--- src/core/usart_clk_pkg.sv ---
package usart_clk_pkg;

  // ****************************************************
  // Register map (byte addresses, one 32-bit word each)
  // ****************************************************
  localparam int ADDR_W = 8;
  localparam logic [7:0] OFF_DATA = 8'h00;
  localparam logic [7:0] OFF_CTRL = 8'h04;
  localparam logic [7:0] OFF_BAUD_LOW = 8'h08;
  localparam logic [7:0] OFF_BAUD_HIGH = 8'h0c;
  localparam logic [7:0] OFF_STATUS = 8'h10;
  localparam logic [7:0] OFF_MASK = 8'h14;

  // ****************************************************
  // Widths, counts and reset values
  // ****************************************************
  localparam int DIV_W = 12;
  localparam int DATA_W = 8;
  localparam int NUM_EV = 6;
  localparam logic [4:0] OS_NORMAL = 5'h10;
  localparam logic [4:0] OS_DOUBLE = 5'h08;
  localparam logic [4:0] OS_SYNC = 5'h02;
  localparam logic [3:0] TX_BITS_PLAIN = 4'h9;
  localparam logic [3:0] TX_BITS_PARITY = 4'ha;
  localparam logic [7:0] CTRL_RESET = 8'h00;
  localparam logic [DIV_W-1:0] DIV_RESET = 12'h000;
  localparam logic [NUM_EV-1:0] EV_RESET = 6'h00;

  // Sticky event bit positions in status and mask
  localparam int ST_TXC = 0;
  localparam int ST_UDRE = 1;
  localparam int ST_RXC = 2;
  localparam int ST_FE = 3;
  localparam int ST_DOR = 4;
  localparam int ST_PE = 5;

  // Control register, bit 0 at the bottom
  typedef struct packed {
    logic parity_odd;
    logic parity_en;
    logic rx_en;
    logic tx_en;
    logic sync_clock_polarity;
    logic xck_direction;
    logic double_speed;
    logic sync_mode_select;
  } ctrl_t;

  // One received character with its error flags
  typedef struct packed {
    logic parity_err;
    logic frame_err;
    logic [DATA_W-1:0] data;
  } rx_entry_t;

  typedef enum logic [1:0] {TX_IDLE = 2'b01, TX_SHIFT = 2'b10} tx_state_t;
  typedef enum logic [2:0] {RX_IDLE = 3'b001, RX_START = 3'b010, RX_DATA = 3'b100} rx_state_t;

endpackage

--- src/core/usart_clk.sv ---
`timescale 1ns/1ps
module usart_clk
  import usart_clk_pkg::*;
(
  input wire logic sys_clk,
  input wire logic reset,
  input wire logic psel,
  input wire logic penable,
  input wire logic pwrite,
  input wire logic [ADDR_W-1:0] paddr,
  input wire logic [31:0] pwdata,
  output logic [31:0] prdata,
  output logic pready,
  output logic pslverr,
  input wire logic xck_in,
  output logic xck_out,
  output logic xck_oe,
  input wire logic serial_in_pin,
  output logic serial_out_pin,
  output logic irq
);

  // ****************************************************
  // Helpers
  // ****************************************************
  // States per bit for the given mode; sync ignores double speed
  function automatic logic [4:0] states_per_bit(input ctrl_t c);
    if (c.sync_mode_select) begin
      return OS_SYNC;
    end else if (c.double_speed) begin
      return OS_DOUBLE;
    end
    return OS_NORMAL;
  endfunction

  function automatic logic is_addr(input logic [ADDR_W-1:0] a, input logic [ADDR_W-1:0] off);
    return a == off;
  endfunction

  // ****************************************************
  // Register state
  // ****************************************************
  ctrl_t ctrl;
  logic [7:0] baud_divisor_low;
  logic [DIV_W-9:0] baud_divisor_high;
  logic [DIV_W-1:0] baud_divisor;
  logic [NUM_EV-1:0] status;
  logic [NUM_EV-1:0] mask;
  logic [NUM_EV-1:0] ev_set;
  logic wr_done;
  logic rd_done;
  logic [4:0] n_states;
  logic sync_master;
  logic sync_slave;

  assign wr_done = psel && penable && pready && pwrite;
  assign rd_done = psel && penable && pready && !pwrite;
  assign baud_divisor = {baud_divisor_high, baud_divisor_low};
  assign n_states = states_per_bit(ctrl);
  assign sync_master = ctrl.sync_mode_select && ctrl.xck_direction;
  assign sync_slave = ctrl.sync_mode_select && !ctrl.xck_direction;

  // Software writes; high byte only stores, low byte also restarts the counter
  always_ff @(posedge sys_clk or posedge reset) begin
    if (reset) begin
      ctrl <= CTRL_RESET;
      baud_divisor_low <= DIV_RESET[7:0];
      baud_divisor_high <= DIV_RESET[DIV_W-1:8];
      mask <= EV_RESET;
    end else if (wr_done) begin
      if (is_addr(paddr, OFF_CTRL)) begin
        ctrl <= pwdata[7:0];
      end
      if (is_addr(paddr, OFF_BAUD_LOW)) begin
        baud_divisor_low <= pwdata[7:0];
      end
      if (is_addr(paddr, OFF_BAUD_HIGH)) begin
        baud_divisor_high <= pwdata[DIV_W-9:0];
      end
      if (is_addr(paddr, OFF_MASK)) begin
        mask <= pwdata[NUM_EV-1:0];
      end
    end
  end

  // ****************************************************
  // Baud rate generator
  // ****************************************************
  logic [DIV_W-1:0] baud_cnt;
  logic baud_tick;
  logic low_written;

  assign low_written = wr_done && is_addr(paddr, OFF_BAUD_LOW);
  assign baud_tick = (baud_cnt == DIV_RESET);

  // Counts down every system clock; period is divisor plus one
  always_ff @(posedge sys_clk or posedge reset) begin
    if (reset) begin
      baud_cnt <= DIV_RESET;
    end else if (low_written) begin
      baud_cnt <= {baud_divisor_high, pwdata[7:0]};
    end else if (baud_tick) begin
      baud_cnt <= baud_divisor;
    end else begin
      baud_cnt <= baud_cnt - 1'b1;
    end
  end

  // ****************************************************
  // Transfer clock: master generation, slave recovery
  // ****************************************************
  logic xck_s1;
  logic xck_s2;
  logic xck_s3;
  logic slave_rise;
  logic slave_fall;
  logic master_change;
  logic master_sample;
  logic sync_change;
  logic sync_sample;

  // Master clock toggles per baud tick, giving the baud rate over two
  always_ff @(posedge sys_clk or posedge reset) begin
    if (reset) begin
      xck_out <= 1'b0;
      xck_oe <= 1'b0;
    end else begin
      xck_oe <= sync_master;
      if (sync_master && baud_tick) begin
        xck_out <= !xck_out;
      end
    end
  end

  // Two-stage synchroniser then an edge detector on the settled copies
  always_ff @(posedge sys_clk or posedge reset) begin
    if (reset) begin
      xck_s1 <= 1'b0;
      xck_s2 <= 1'b0;
      xck_s3 <= 1'b0;
    end else begin
      xck_s1 <= xck_in;
      xck_s2 <= xck_s1;
      xck_s3 <= xck_s2;
    end
  end

  // Pin ignored unless slave; remote must stay under a quarter of sys_clk
  assign slave_rise = sync_slave && xck_s2 && !xck_s3;
  assign slave_fall = sync_slave && !xck_s2 && xck_s3;
  assign master_change = sync_master && baud_tick && (xck_out == ctrl.sync_clock_polarity);
  assign master_sample = sync_master && baud_tick && (xck_out != ctrl.sync_clock_polarity);
  assign sync_change = master_change || (ctrl.sync_clock_polarity ? slave_fall : slave_rise);
  assign sync_sample = master_sample || (ctrl.sync_clock_polarity ? slave_rise : slave_fall);

  // ****************************************************
  // Transmitter clock and shifter
  // ****************************************************
  logic [4:0] tx_div;
  logic tx_tick;
  tx_state_t tx_state;
  logic [DATA_W-1:0] tx_buf;
  logic tx_buf_full;
  logic [9:0] tx_shift;
  logic [3:0] tx_left;
  logic tx_load;
  logic tx_done;
  logic data_write;

  // Async divides baud ticks by 16 or 8; sync uses the change edge
  always_ff @(posedge sys_clk or posedge reset) begin
    if (reset) begin
      tx_div <= 5'h00;
    end else if (ctrl.sync_mode_select) begin
      tx_div <= 5'h00;
    end else if (baud_tick) begin
      tx_div <= (tx_div >= n_states - 5'h01) ? 5'h00 : tx_div + 5'h01;
    end
  end

  assign tx_tick = ctrl.sync_mode_select ? sync_change :
                   (baud_tick && tx_div >= n_states - 5'h01);
  assign data_write = wr_done && is_addr(paddr, OFF_DATA);
  assign tx_load = ctrl.tx_en && tx_tick && tx_buf_full &&
                   (tx_state == TX_IDLE || tx_left == 4'h0);
  assign tx_done = tx_tick && tx_state == TX_SHIFT && tx_left == 4'h0 && !tx_buf_full;

  // Single holding buffer; a write while it is full is dropped
  always_ff @(posedge sys_clk or posedge reset) begin
    if (reset) begin
      tx_buf <= '0;
      tx_buf_full <= 1'b0;
    end else if (tx_load) begin
      tx_buf_full <= 1'b0;
    end else if (data_write && !tx_buf_full) begin
      tx_buf <= pwdata[DATA_W-1:0];
      tx_buf_full <= 1'b1;
    end
  end

  // Frame: start, eight data LSB first, optional parity, one stop
  always_ff @(posedge sys_clk or posedge reset) begin
    if (reset) begin
      tx_state <= TX_IDLE;
      tx_shift <= '1;
      tx_left <= 4'h0;
      serial_out_pin <= 1'b1;
    end else if (tx_load) begin
      tx_state <= TX_SHIFT;
      serial_out_pin <= 1'b0;
      tx_left <= ctrl.parity_en ? TX_BITS_PARITY : TX_BITS_PLAIN;
      tx_shift <= {1'b1, ctrl.parity_en ? (^tx_buf ^ ctrl.parity_odd) : 1'b1, tx_buf};
    end else if (tx_tick && tx_state == TX_SHIFT) begin
      if (tx_left != 4'h0) begin
        serial_out_pin <= tx_shift[0];
        tx_shift <= {1'b1, tx_shift[9:1]};
        tx_left <= tx_left - 4'h1;
      end else begin
        tx_state <= TX_IDLE; // Stop bit finished with nothing waiting
      end
    end
  end

  // ****************************************************
  // Receiver: recovery counter, shifter, two-level buffer
  // ****************************************************
  rx_state_t rx_state;
  logic [4:0] rx_cnt;
  logic [3:0] rx_bit;
  logic [DATA_W-1:0] rx_shift;
  logic rx_par;
  logic rx_point;
  logic rx_store;
  logic [3:0] rx_last;
  rx_entry_t rx_mem [0:1];
  logic rx_wr_ptr;
  logic rx_rd_ptr;
  logic [1:0] rx_count;
  logic rx_pop;
  logic rx_full;
  rx_entry_t rx_new;

  // Async takes a bit once per n_states baud ticks; sync on the sample edge
  assign rx_point = ctrl.sync_mode_select ? sync_sample :
                    (baud_tick && rx_cnt == n_states - 5'h01);
  assign rx_last = ctrl.parity_en ? TX_BITS_PARITY - 4'h1 : TX_BITS_PLAIN - 4'h1;
  assign rx_store = rx_state == RX_DATA && rx_point && rx_bit == rx_last;
  assign rx_full = rx_count[1];
  assign rx_pop = rd_done && is_addr(paddr, OFF_DATA) && rx_count != 2'h0;
  assign rx_new = '{parity_err: ctrl.parity_en && (^rx_shift ^ ctrl.parity_odd ^ rx_par),
                    frame_err: !serial_in_pin, data: rx_shift};

  always_ff @(posedge sys_clk or posedge reset) begin
    if (reset) begin
      rx_state <= RX_IDLE;
      rx_cnt <= 5'h00;
      rx_bit <= 4'h0;
      rx_shift <= '0;
      rx_par <= 1'b0;
    end else if (!ctrl.rx_en) begin
      rx_state <= RX_IDLE;
    end else begin
      unique case (rx_state)
        RX_IDLE: begin
          rx_cnt <= 5'h00;
          rx_bit <= 4'h0;
          if (ctrl.sync_mode_select ? (sync_sample && !serial_in_pin) : (baud_tick && !serial_in_pin)) begin
            rx_state <= ctrl.sync_mode_select ? RX_DATA : RX_START;
          end
        end
        RX_START: begin
          // Recheck mid start bit to reject glitches
          if (baud_tick) begin
            rx_cnt <= rx_cnt + 5'h01;
            if (rx_cnt == (n_states >> 1) - 5'h01) begin
              rx_cnt <= 5'h00;
              rx_state <= serial_in_pin ? RX_IDLE : RX_DATA;
            end
          end
        end
        RX_DATA: begin
          if (baud_tick && !ctrl.sync_mode_select) begin
            rx_cnt <= (rx_cnt == n_states - 5'h01) ? 5'h00 : rx_cnt + 5'h01;
          end
          if (rx_point) begin
            rx_bit <= rx_bit + 4'h1;
            if (rx_bit < 4'(DATA_W)) begin
              rx_shift <= {serial_in_pin, rx_shift[DATA_W-1:1]};
            end else if (rx_bit == 4'(DATA_W) && ctrl.parity_en) begin
              rx_par <= serial_in_pin;
            end
            if (rx_store) begin
              rx_state <= RX_IDLE;
            end
          end
        end
      endcase
    end
  end

  // Two-entry buffer; an arrival while full is lost and flagged overrun
  always_ff @(posedge sys_clk or posedge reset) begin
    if (reset) begin
      rx_wr_ptr <= 1'b0;
      rx_rd_ptr <= 1'b0;
      rx_count <= 2'h0;
    end else begin
      if (rx_store && !rx_full) begin
        rx_mem[rx_wr_ptr] <= rx_new;
        rx_wr_ptr <= !rx_wr_ptr;
      end
      if (rx_pop) begin
        rx_rd_ptr <= !rx_rd_ptr;
      end
      rx_count <= rx_count + {1'b0, rx_store && !rx_full} - {1'b0, rx_pop};
    end
  end

  // ****************************************************
  // Events and interrupt
  // ****************************************************
  always_comb begin
    ev_set = EV_RESET;
    ev_set[ST_TXC] = tx_done;
    ev_set[ST_UDRE] = tx_load;
    ev_set[ST_RXC] = rx_store && !rx_full;
    ev_set[ST_FE] = rx_store && !rx_full && rx_new.frame_err;
    ev_set[ST_DOR] = rx_store && rx_full;
    ev_set[ST_PE] = rx_store && !rx_full && rx_new.parity_err;
  end

  // Write one clears; a set in the same cycle wins
  always_ff @(posedge sys_clk or posedge reset) begin
    if (reset) begin
      status <= EV_RESET;
    end else if (wr_done && is_addr(paddr, OFF_STATUS)) begin
      status <= (status & ~pwdata[NUM_EV-1:0]) | ev_set;
    end else begin
      status <= status | ev_set;
    end
  end

  always_ff @(posedge sys_clk or posedge reset) begin
    if (reset) begin
      irq <= 1'b0;
    end else begin
      irq <= |(status & mask);
    end
  end

  // ****************************************************
  // APB slave: answer registered at setup, no further wait
  // ****************************************************
  always_ff @(posedge sys_clk or posedge reset) begin
    if (reset) begin
      pready <= 1'b0;
      pslverr <= 1'b0;
      prdata <= '0;
    end else begin
      pready <= psel && !penable;
      pslverr <= 1'b0;
      prdata <= '0;
      if (psel && !penable) begin
        unique case (paddr)
          OFF_DATA: prdata <= (rx_count != 2'h0) ? 32'(rx_mem[rx_rd_ptr]) : 32'h0;
          OFF_CTRL: prdata <= 32'(ctrl);
          OFF_BAUD_LOW: prdata <= 32'(baud_divisor_low);
          OFF_BAUD_HIGH: prdata <= 32'(baud_divisor_high);
          OFF_STATUS: prdata <= 32'(status);
          OFF_MASK: prdata <= 32'(mask);
          default: pslverr <= 1'b1; // Unmapped address
        endcase
      end
    end
  end

  // ****************************************************
  // Assertions
  // ****************************************************
  a_baud_reload: assert property (@(posedge sys_clk) disable iff (reset)
    baud_tick && !low_written |=> baud_cnt == $past(baud_divisor)) else $error("baud reload wrong");
  a_low_restart: assert property (@(posedge sys_clk) disable iff (reset)
    low_written |=> baud_cnt == baud_divisor) else $error("low write no reload");
  // Only periods free of low byte writes count, since such a write restarts the count
  a_tick_period: assert property (@(posedge sys_clk) disable iff (reset)
    baud_tick && !low_written && baud_divisor == 12'h002 ##1 !low_written [*2]
    |-> !baud_tick ##1 baud_tick) else $error("baud period wrong");
  a_async_no_xck: assert property (@(posedge sys_clk) disable iff (reset)
    !ctrl.sync_mode_select |=> !xck_oe && !slave_rise && !slave_fall) else $error("pin used in async");
  a_master_drive: assert property (@(posedge sys_clk) disable iff (reset)
    sync_master && $past(sync_master) |-> xck_oe) else $error("master not driving");
  a_slave_delay: assert property (@(posedge sys_clk) disable iff (reset)
    sync_slave [*3] ##0 $rose(xck_s1) |=> slave_rise) else $error("slave edge delay");
  a_sync_tx_edge: assert property (@(posedge sys_clk) disable iff (reset)
    sync_master && !ctrl.sync_clock_polarity && tx_tick |=> $rose(xck_out)) else $error("change edge");
  a_async_tx_div: assert property (@(posedge sys_clk) disable iff (reset)
    !ctrl.sync_mode_select && tx_tick |-> baud_tick && tx_div == n_states - 5'h01) else $error("tx div");
  a_overrun: assert property (@(posedge sys_clk) disable iff (reset)
    rx_store && rx_full |=> status[ST_DOR] && rx_count == 2'h2 - {1'b0, $past(rx_pop)}) else $error("overrun");
  a_irq_level: assert property (@(posedge sys_clk) disable iff (reset)
    ev_set[ST_RXC] && mask[ST_RXC] |-> ##2 irq) else $error("irq missing");
  c_async_double: cover property (@(posedge sys_clk) disable iff (reset)
    ctrl.double_speed && !ctrl.sync_mode_select && rx_store);
  c_master_done: cover property (@(posedge sys_clk) disable iff (reset) sync_master && tx_done);
  c_slave_rx: cover property (@(posedge sys_clk) disable iff (reset) sync_slave && rx_store);
  c_back_to_back: cover property (@(posedge sys_clk) disable iff (reset) tx_load && tx_state == TX_SHIFT);

endmodule

--- config.mk ---
export PLATFORM = sky130hd
export DESIGN_NAME = usart_clk
export DESIGN_NICKNAME = d
export VERILOG_FILES = /design/src/core/usart_clk_pkg.sv /design/src/core/usart_clk.sv
export SDC_FILE = /design/constraint.sdc
export NUM_CORES = 1
export LEC_CHECK = 0
export ABC_AREA = 1
export BUFFER_PORTS_ARGS = -buffer_cell sky130_fd_sc_hd__buf_4
export CAP_MARGIN = 10
export CORE_ASPECT_RATIO = 1.5
export CORE_MARGIN = 2
export CORE_UTILIZATION = 50
export DETAILED_ROUTE_END_ITERATION = 12
export GPL_TIMING_DRIVEN = 0
export MAX_ROUTING_LAYER = met4
export PLACE_DENSITY = 0.66
export SLEW_MARGIN = 20
export SYNTH_ARGS = -nofsm -noshare
export SYNTH_HDL_FRONTEND = slang
export SYNTH_SLANG_ARGS = --single-unit
export TNS_END_PERCENT = 1
--- constraint.sdc ---
create_clock -name sys_clk -period 5.95 [get_ports sys_clk]
set_clock_uncertainty 0.2 [all_clocks]
set_input_delay 1.4875 -clock sys_clk [delete_from_list [all_inputs] [get_ports sys_clk]]
set_output_delay 1.4875 -clock sys_clk [all_outputs]
set_load 0.01 [all_outputs]
==> results.sh, run 1 <==
export IMPL_switching_power_mw=0.551
export IMPL_final_cell_area_mm2=0.00820
export IMPL_slew_headroom_pct=49.0
export IMPL_cts_tree="yes"
export IMPL_grt_pass1_wl_um=26700
export IMPL_tightest_slew_ps=761
export IMPL_postCtsHoldBufs=0
export IMPL_setup_worst_path_end_class="flop"
export IMPL_finish_utilization_pct=59.2
export IMPL_combPwrFrac_pct=5.9
export IMPL_n_fill_cell=1251
export IMPL_grt_use_total_pct=23.7
export IMPL_p_leak_nw=3.92
export IMPL_setup_tns_final_ps=0
export IMPL_synth_edf_count=20
export IMPL_status="completed"
export IMPL_path_class="in -> reg"
export IMPL_cts_resized=0
export IMPL_die_area_mm2=0.0150
export IMPL_async_reset_ff_share_pct=85.4
export IMPL_fin_nets=970
export IMPL_drc=0
export IMPL_placed_cell_area_mm2=0.00762
export IMPL_routedWlPerCell_um=14.8
export IMPL_ctsLongestPathBuffers=2
export IMPL_ys_warn_count=0
export IMPL_vias_per_cell=5.16
export IMPL_clock_power_share_pct=47.8
export IMPL_worstPathMaxFanout=7
export IMPL_start_kind="primary input"
export IMPL_dpl_hpwl_um=12000
export IMPL_hold_viol=0
export IMPL_numPortBuffers=38
export IMPL_n_antenna_cell=0
export IMPL_synthesis_area_mm2=0.00701
export IMPL_rsz0062_at_grt="no"
export IMPL_timing_fmax_mhz=278
export IMPL_holdCritPathClass="reg -> reg"
export IMPL_clkTransAtPathRegs_ps=60
export IMPL_rows=53
export IMPL_synth_area_per_cell_um2=8.42
export IMPL_dr_first_iter_drc_count=309
export IMPL_syn_inst=832
export IMPL_gp_congestion=0.884
export IMPL_post_cts_setup_buffers=0
export IMPL_firstDrtPassIters=5
export IMPL_drv_cap=0
export IMPL_seqPwrFrac_pct=46.2
export IMPL_fin_crit_sh_pct=60.5
export IMPL_grt_overflow_total=0
export IMPL_cts_buffers=17
export IMPL_grt_antenna_before_repair=0
export IMPL_yosys_cell_types_count=45
export IMPL_ys_seq_area_share_pct=50.6
export IMPL_io_pins=85
export IMPL_ir_worst_vdd_uv=148
export IMPL_clock_sinks=137
export IMPL_yosys_most_used_dff="dfrtp_1"
export IMPL_period_minus_slack_ps=3600
export IMPL_drive_above_1_share_pct=16.1
export IMPL_power_mw=2.17
export IMPL_routed_wl_um=16100
export IMPL_maxSlewViolCount=0
export IMPL_sw_frac_of_total_pct=25.4
export IMPL_layout_setup_ws_ps=2350
export IMPL_fp_dieH_um=149
export IMPL_first_global_vias=5458
export IMPL_h_tree_depth=4
export IMPL_power_density_mw_per_mm2=264
export IMPL_fp_dieW_um=101
export IMPL_clock_latency_ps=420
export IMPL_intPower_mw=1.62
export IMPL_preCtsSetupSlack_ps=1910
export IMPL_coreArea_mm2=0.0139
export IMPL_setup_viol_count_final=0
export IMPL_grt_start_max_net_pins=79
export IMPL_cp_required_ps=6090
export IMPL_antenna_left=0
export IMPL_clockRootBuffer="clkbuf_16"
export IMPL_start_util_pct=50.6
export IMPL_area_growth_pct=17.0
export IMPL_num_vias=5622
export IMPL_ys_ff_latch=137
export IMPL_cp_arrival_ps=3740
## cell usage after synthesis, drive strengths merged (2+ instances only)
| cell type | instances | area share [%] |
|---|---|---|
| a21oi | 14 | 1.0 |
| a31oi | 4 | 0.36 |
| buf | 31 | 3.2 |
| clkbuf | 10 | 0.54 |
| dfrtp | 105 | 37 |
| dfstp | 12 | 4.5 |
| edfxtp | 20 | 8.6 |
| ha | 12 | 2.1 |
| inv | 102 | 5.5 |
| nand2 | 199 | 11 |
| nand3 | 70 | 5.2 |
| nand3b | 2 | 0.21 |
| nand4 | 7 | 0.80 |
| nor2 | 70 | 4.1 |
| nor3 | 16 | 1.4 |
| nor4 | 4 | 0.36 |
| o2111ai | 4 | 0.50 |
| o21ai | 85 | 6.1 |
| o21bai | 6 | 0.64 |
| o22ai | 14 | 1.2 |
| or2 | 4 | 0.36 |
| xnor2 | 15 | 1.9 |
| xor2 | 16 | 2.0 |
## layout by cell type, fill, tap and decap left out, types with 5 or more instances in the layout
cell type	instances
nand2_2	6
dfrtp_1	105
nor3_2	5
conb_1	22
buf_4	62
o21ai_0	80
xor2_1	16
inv_1	94
inv_2	7
xnor2_1	15
inv_6	8
nor3_1	11
nand2_1	193
clkbuf_16	17
clkbuf_1	10
nand4_1	5
o22ai_1	14
dfstp_2	12
edfxtp_1	20
a21oi_1	14
nor2_1	64
ha_1	12
o21bai_1	6
nand3_1	67
## power groups by stage
stage                     clock, mW  sequential [mW]  combinational (mW)
after floorplan                   0             1.01              0.0918
after global placement            0             1.02               0.125
after detailed placement          0             1.02               0.129
after CTS                      1.06             1.00               0.130
after global routing           1.10             1.01               0.146
final                          1.04             1.00               0.128
## through the flow
step           cells  hold WS, ps
6_report        1089          149
3_5_place_dp    1057          138
4_1_cts         1089          153
2_1_floorplan    853          131
5_1_grt         1089          158
3_3_place_gp    1056          134
## worst max-delay path, stage by stage
cell and delay (ps):
buf_4 100, nor2_1 200, nand3_1 150, nor2_1 480
inv_1 110, nor2_1 100, inv_1 120, nor3_2 220
ha_1 280, inv_1 60, ha_1 140, xnor2_1 130
xor2_1 150
## path summary, 6_finish.rpt
kind                              from      endpoint  slack, ps  cells past startpoint
setup / recovery              paddr[1]   rx_count[1]       2350                     13
hold / removal                  xck_s1        xck_s2        150                      0
setup reg to reg           baud_cnt[0]  rx_mem[1][1]       2910                     12
hold reg to reg                 xck_s1        xck_s2        150                      0
max in group asynchronous        reset   tx_shift[3]       3950                      3
min in group asynchronous        reset     rx_bit[3]        870                      2
## sequential cells by signal (all words and copies together), names as in the netlist, 2 cells and up
register / count
rx_shift: 8
status: 6
rx_mem: 20
baud_divisor_high: 4
prdata: 10
baud_divisor_low: 8
tx_div: 5
tx_left: 4
baud_cnt: 12
tx_shift: 9
rx_count: 2
tx_buf: 8
tx_state: 2
rx_bit: 4
rx_state: 3
ctrl: 8
mask: 6
rx_cnt: 5
## cells by family (layout without fill, tap and decap cells)
family | Yosys count | count (layout) | share of synthesized area (%)
AND/OR/NAND/NOR | 374 | 374 | 23.5
multiplexers | 1 | 1 | 0.143
other | 1 | 22 | 0.0535
adder cells (fa/ha/maj) | 12 | 12 | 2.14
AO/OA/AOI/OAI | 132 | 132 | 10.5
XOR/XNOR | 31 | 31 | 3.87
buffers and inverters | 144 | 215 | 9.28
flip-flops | 137 | 137 | 50.6
## final cells by class
cell class / instances / area [um^2] / share of cell area, %
buffer: 41 / 264 / 3.22
clock buffer: 17 / 425 / 5.19
clock inverter: 15 / 154 / 1.88
inverter: 103 / 392 / 4.77
multi-input combinational: 572 / 2900 / 35.4
sequential: 137 / 3540 / 43.2
tap: 165 / 206 / 2.52
timing repair buffer: 39 / 313 / 3.81
## metal layers
metal / share of wire (%) / vias to the layer above / global-route usage (%)
li1: - / 2838 / -
met2: 53 / 102 / 40.6
met4: 2.8 / 0 / 8.97
met5: 0 / - / -
met3: 3.5 / 30 / 4.55
met1: 41 / 2652 / 27.4
(Power assumes the default switching activity.)
==> run 2, diff against run 1 <==
Clock period 5.95 ns to 3.7 ns, I/O delays scaled along.
==> results.sh, run 2 (synthesis gave the netlist of run 1 again) <==
export IMPL_status="completed"
export IMPL_crit_path_max_incr_delay_ps=570
export IMPL_ir_worst_vdd_uv=280
export IMPL_setup_tns_final_ps=0
export IMPL_worstPathCellList="buf_4, nor2_1, nand3_1, nor2_1, inv_1, nor2_1, inv_1, nor3_2, ha_1, inv_1, ha_1, xnor2_1, xor2_1"
export IMPL_fin_nets=973
export IMPL_timing_fmax_mhz=314
export IMPL_num_vias=5755
export IMPL_routedWlPerCell_um=15.0
export IMPL_busiest_layer="met2"
export IMPL_drv_cap=0
export IMPL_area_growth_pct=18.2
export IMPL_die_area_mm2=0.0150
export IMPL_rsz0062_at_grt="no"
export IMPL_period_minus_slack_ps=3190
export IMPL_firstDrtPassIters=5
export IMPL_layout_common_cells="nand2_1 (193), dfrtp_1 (105), inv_1 (94)"
export IMPL_rows=53
export IMPL_grt_start_max_net_pins=31
export IMPL_start_util_pct=50.6
export IMPL_fin_crit_sh_pct=86.1
export IMPL_regToRegStartpoint="baud_cnt[0]"
export IMPL_numPortBuffers=38
export IMPL_use_met1_pct=26.7
export IMPL_gp_congestion=0.930
export IMPL_cts_tree="yes"
export IMPL_postCtsHoldBufs=0
export IMPL_setup_viol_count_final=0
export IMPL_tightest_slew_ps=775
export IMPL_clock_power_share_pct=47.9
export IMPL_seqPwrFrac_pct=45.9
export IMPL_r2r_cells=12
export IMPL_vias_per_cell=5.27
export IMPL_intPower_mw=2.57
export IMPL_cp_arrival_ps=3330
export IMPL_r2r_end="rx_mem[1][3]"
export IMPL_antenna_left=0
export IMPL_cts_buffers=17
export IMPL_switching_power_mw=0.948
export IMPL_use_met2_pct=41.1
export IMPL_hold_viol=0
export IMPL_routed_wl_um=16300
export IMPL_power_mw=3.52
export IMPL_clockRootBuffer="clkbuf_16"
export IMPL_path_class="in -> reg"
export IMPL_clock_latency_ps=420
export IMPL_cts_resized=0
export IMPL_fp_dieH_um=149
export IMPL_holdCritPathClass="reg -> reg"
export IMPL_post_cts_setup_buffers=0
export IMPL_start_kind="primary input"
export IMPL_top_regs="rx_mem: 20 flops, baud_cnt: 12 flops, prdata: 10 flops"
export IMPL_setup_worst_path_end_class="flop"
export IMPL_fp_dieW_um=101
export IMPL_cp_required_ps=3850
export IMPL_maxSlewViolCount=0
export IMPL_combPwrFrac_pct=6.2
export IMPL_drive_above_1_share_pct=16.4
export IMPL_use_met3_pct=4.31
export IMPL_largest_register_ffs=20
export IMPL_crit_end="rx_count[1]"
export IMPL_worstPathMaxFanout=7
export IMPL_slowest_stage="nor2_1"
export IMPL_p_leak_nw=3.95
export IMPL_h_tree_depth=4
export IMPL_startpoint="paddr[1]"
export IMPL_power_density_mw_per_mm2=424
export IMPL_sw_frac_of_total_pct=27.0
export IMPL_grt_pass1_wl_um=26800
export IMPL_n_antenna_cell=0
export IMPL_first_global_vias=5618
export IMPL_final_common_cell="nand2_1"
export IMPL_slew_headroom_pct=48.1
export IMPL_io_pins=85
export IMPL_coreArea_mm2=0.0139
export IMPL_clock_sinks=137
export IMPL_drc=0
export IMPL_grt_overflow_total=0
export IMPL_clkTransAtPathRegs_ps=70
export IMPL_grt_use_total_pct=23.6
export IMPL_dr_first_iter_drc_count=339
export IMPL_dpl_hpwl_um=12400
export IMPL_regMostFlops="rx_mem"
export IMPL_r2r_slack_ps=640
export IMPL_ctsLongestPathBuffers=2
export IMPL_grt_antenna_before_repair=0
## run 2: routing by layer
metal  routed length [um]  share of wire (%)  vias up
li1                     -                  -     2847
met1                 6540                 40     2730
met2                 8630                 53      139
met3                  668                4.1       39
met4                  504                3.1        0
met5                    0                  0        -
## run 2: how the worst min path moves through the flow
stage | from | end | slack [ps] | depth (start not counted)
6_report | xck_s1 | xck_s2 | 150 | 0
5_1_grt | xck_s1 | xck_s2 | 170 | 0
4_1_cts | xck_s1 | xck_s2 | 150 | 0
3_5_place_dp | xck_s1 | xck_s2 | 140 | 0
3_3_place_gp | xck_s1 | xck_s2 | 130 | 0
2_1_floorplan | xck_s1 | xck_s2 | 130 | 0
## run 2: final cells by class
class	instances	area, um^2
Inverter	103	390
Fill cell	1204	5570
Sequential cell	137	3540
Tap cell	165	206
Timing Repair Buffer	42	380
Buffer	41	264
Clock buffer	17	425
Multi-Input combinational cell	572	2900
Clock inverter	15	174
## run 2: through the flow
step                area [um^2]  std cells  hold slack (ps)  worst slack, ps  util, %
floorplan                  7090        853              131              826        -
global placement           7580       1056              133              185     54.7
detailed placement         7690       1060              137              185     55.5
CTS                        8290       1092              152              554     59.8
global route               8290       1092              167              314     59.8
finish                     8290       1092              149              514     59.8
## run 2: worst max-delay path: cells and delay by family
kind	cells	cell delay, ps
XOR/XNOR	2	280
buffers and inverters	4	410
AND/OR/NAND/NOR	5	1270
adder cells (fa/ha/maj)	2	430
## run 2: power by group through the flow
stage          Sequential (mW)  Clock, mW  Combinational [mW]
2_1_floorplan             1.63          0               0.148
3_3_place_gp              1.64          0               0.202
3_5_place_dp              1.64          0               0.220
4_1_cts                   1.61       1.71               0.221
5_1_grt                   1.62       1.79               0.249
6_report                  1.61       1.69               0.219
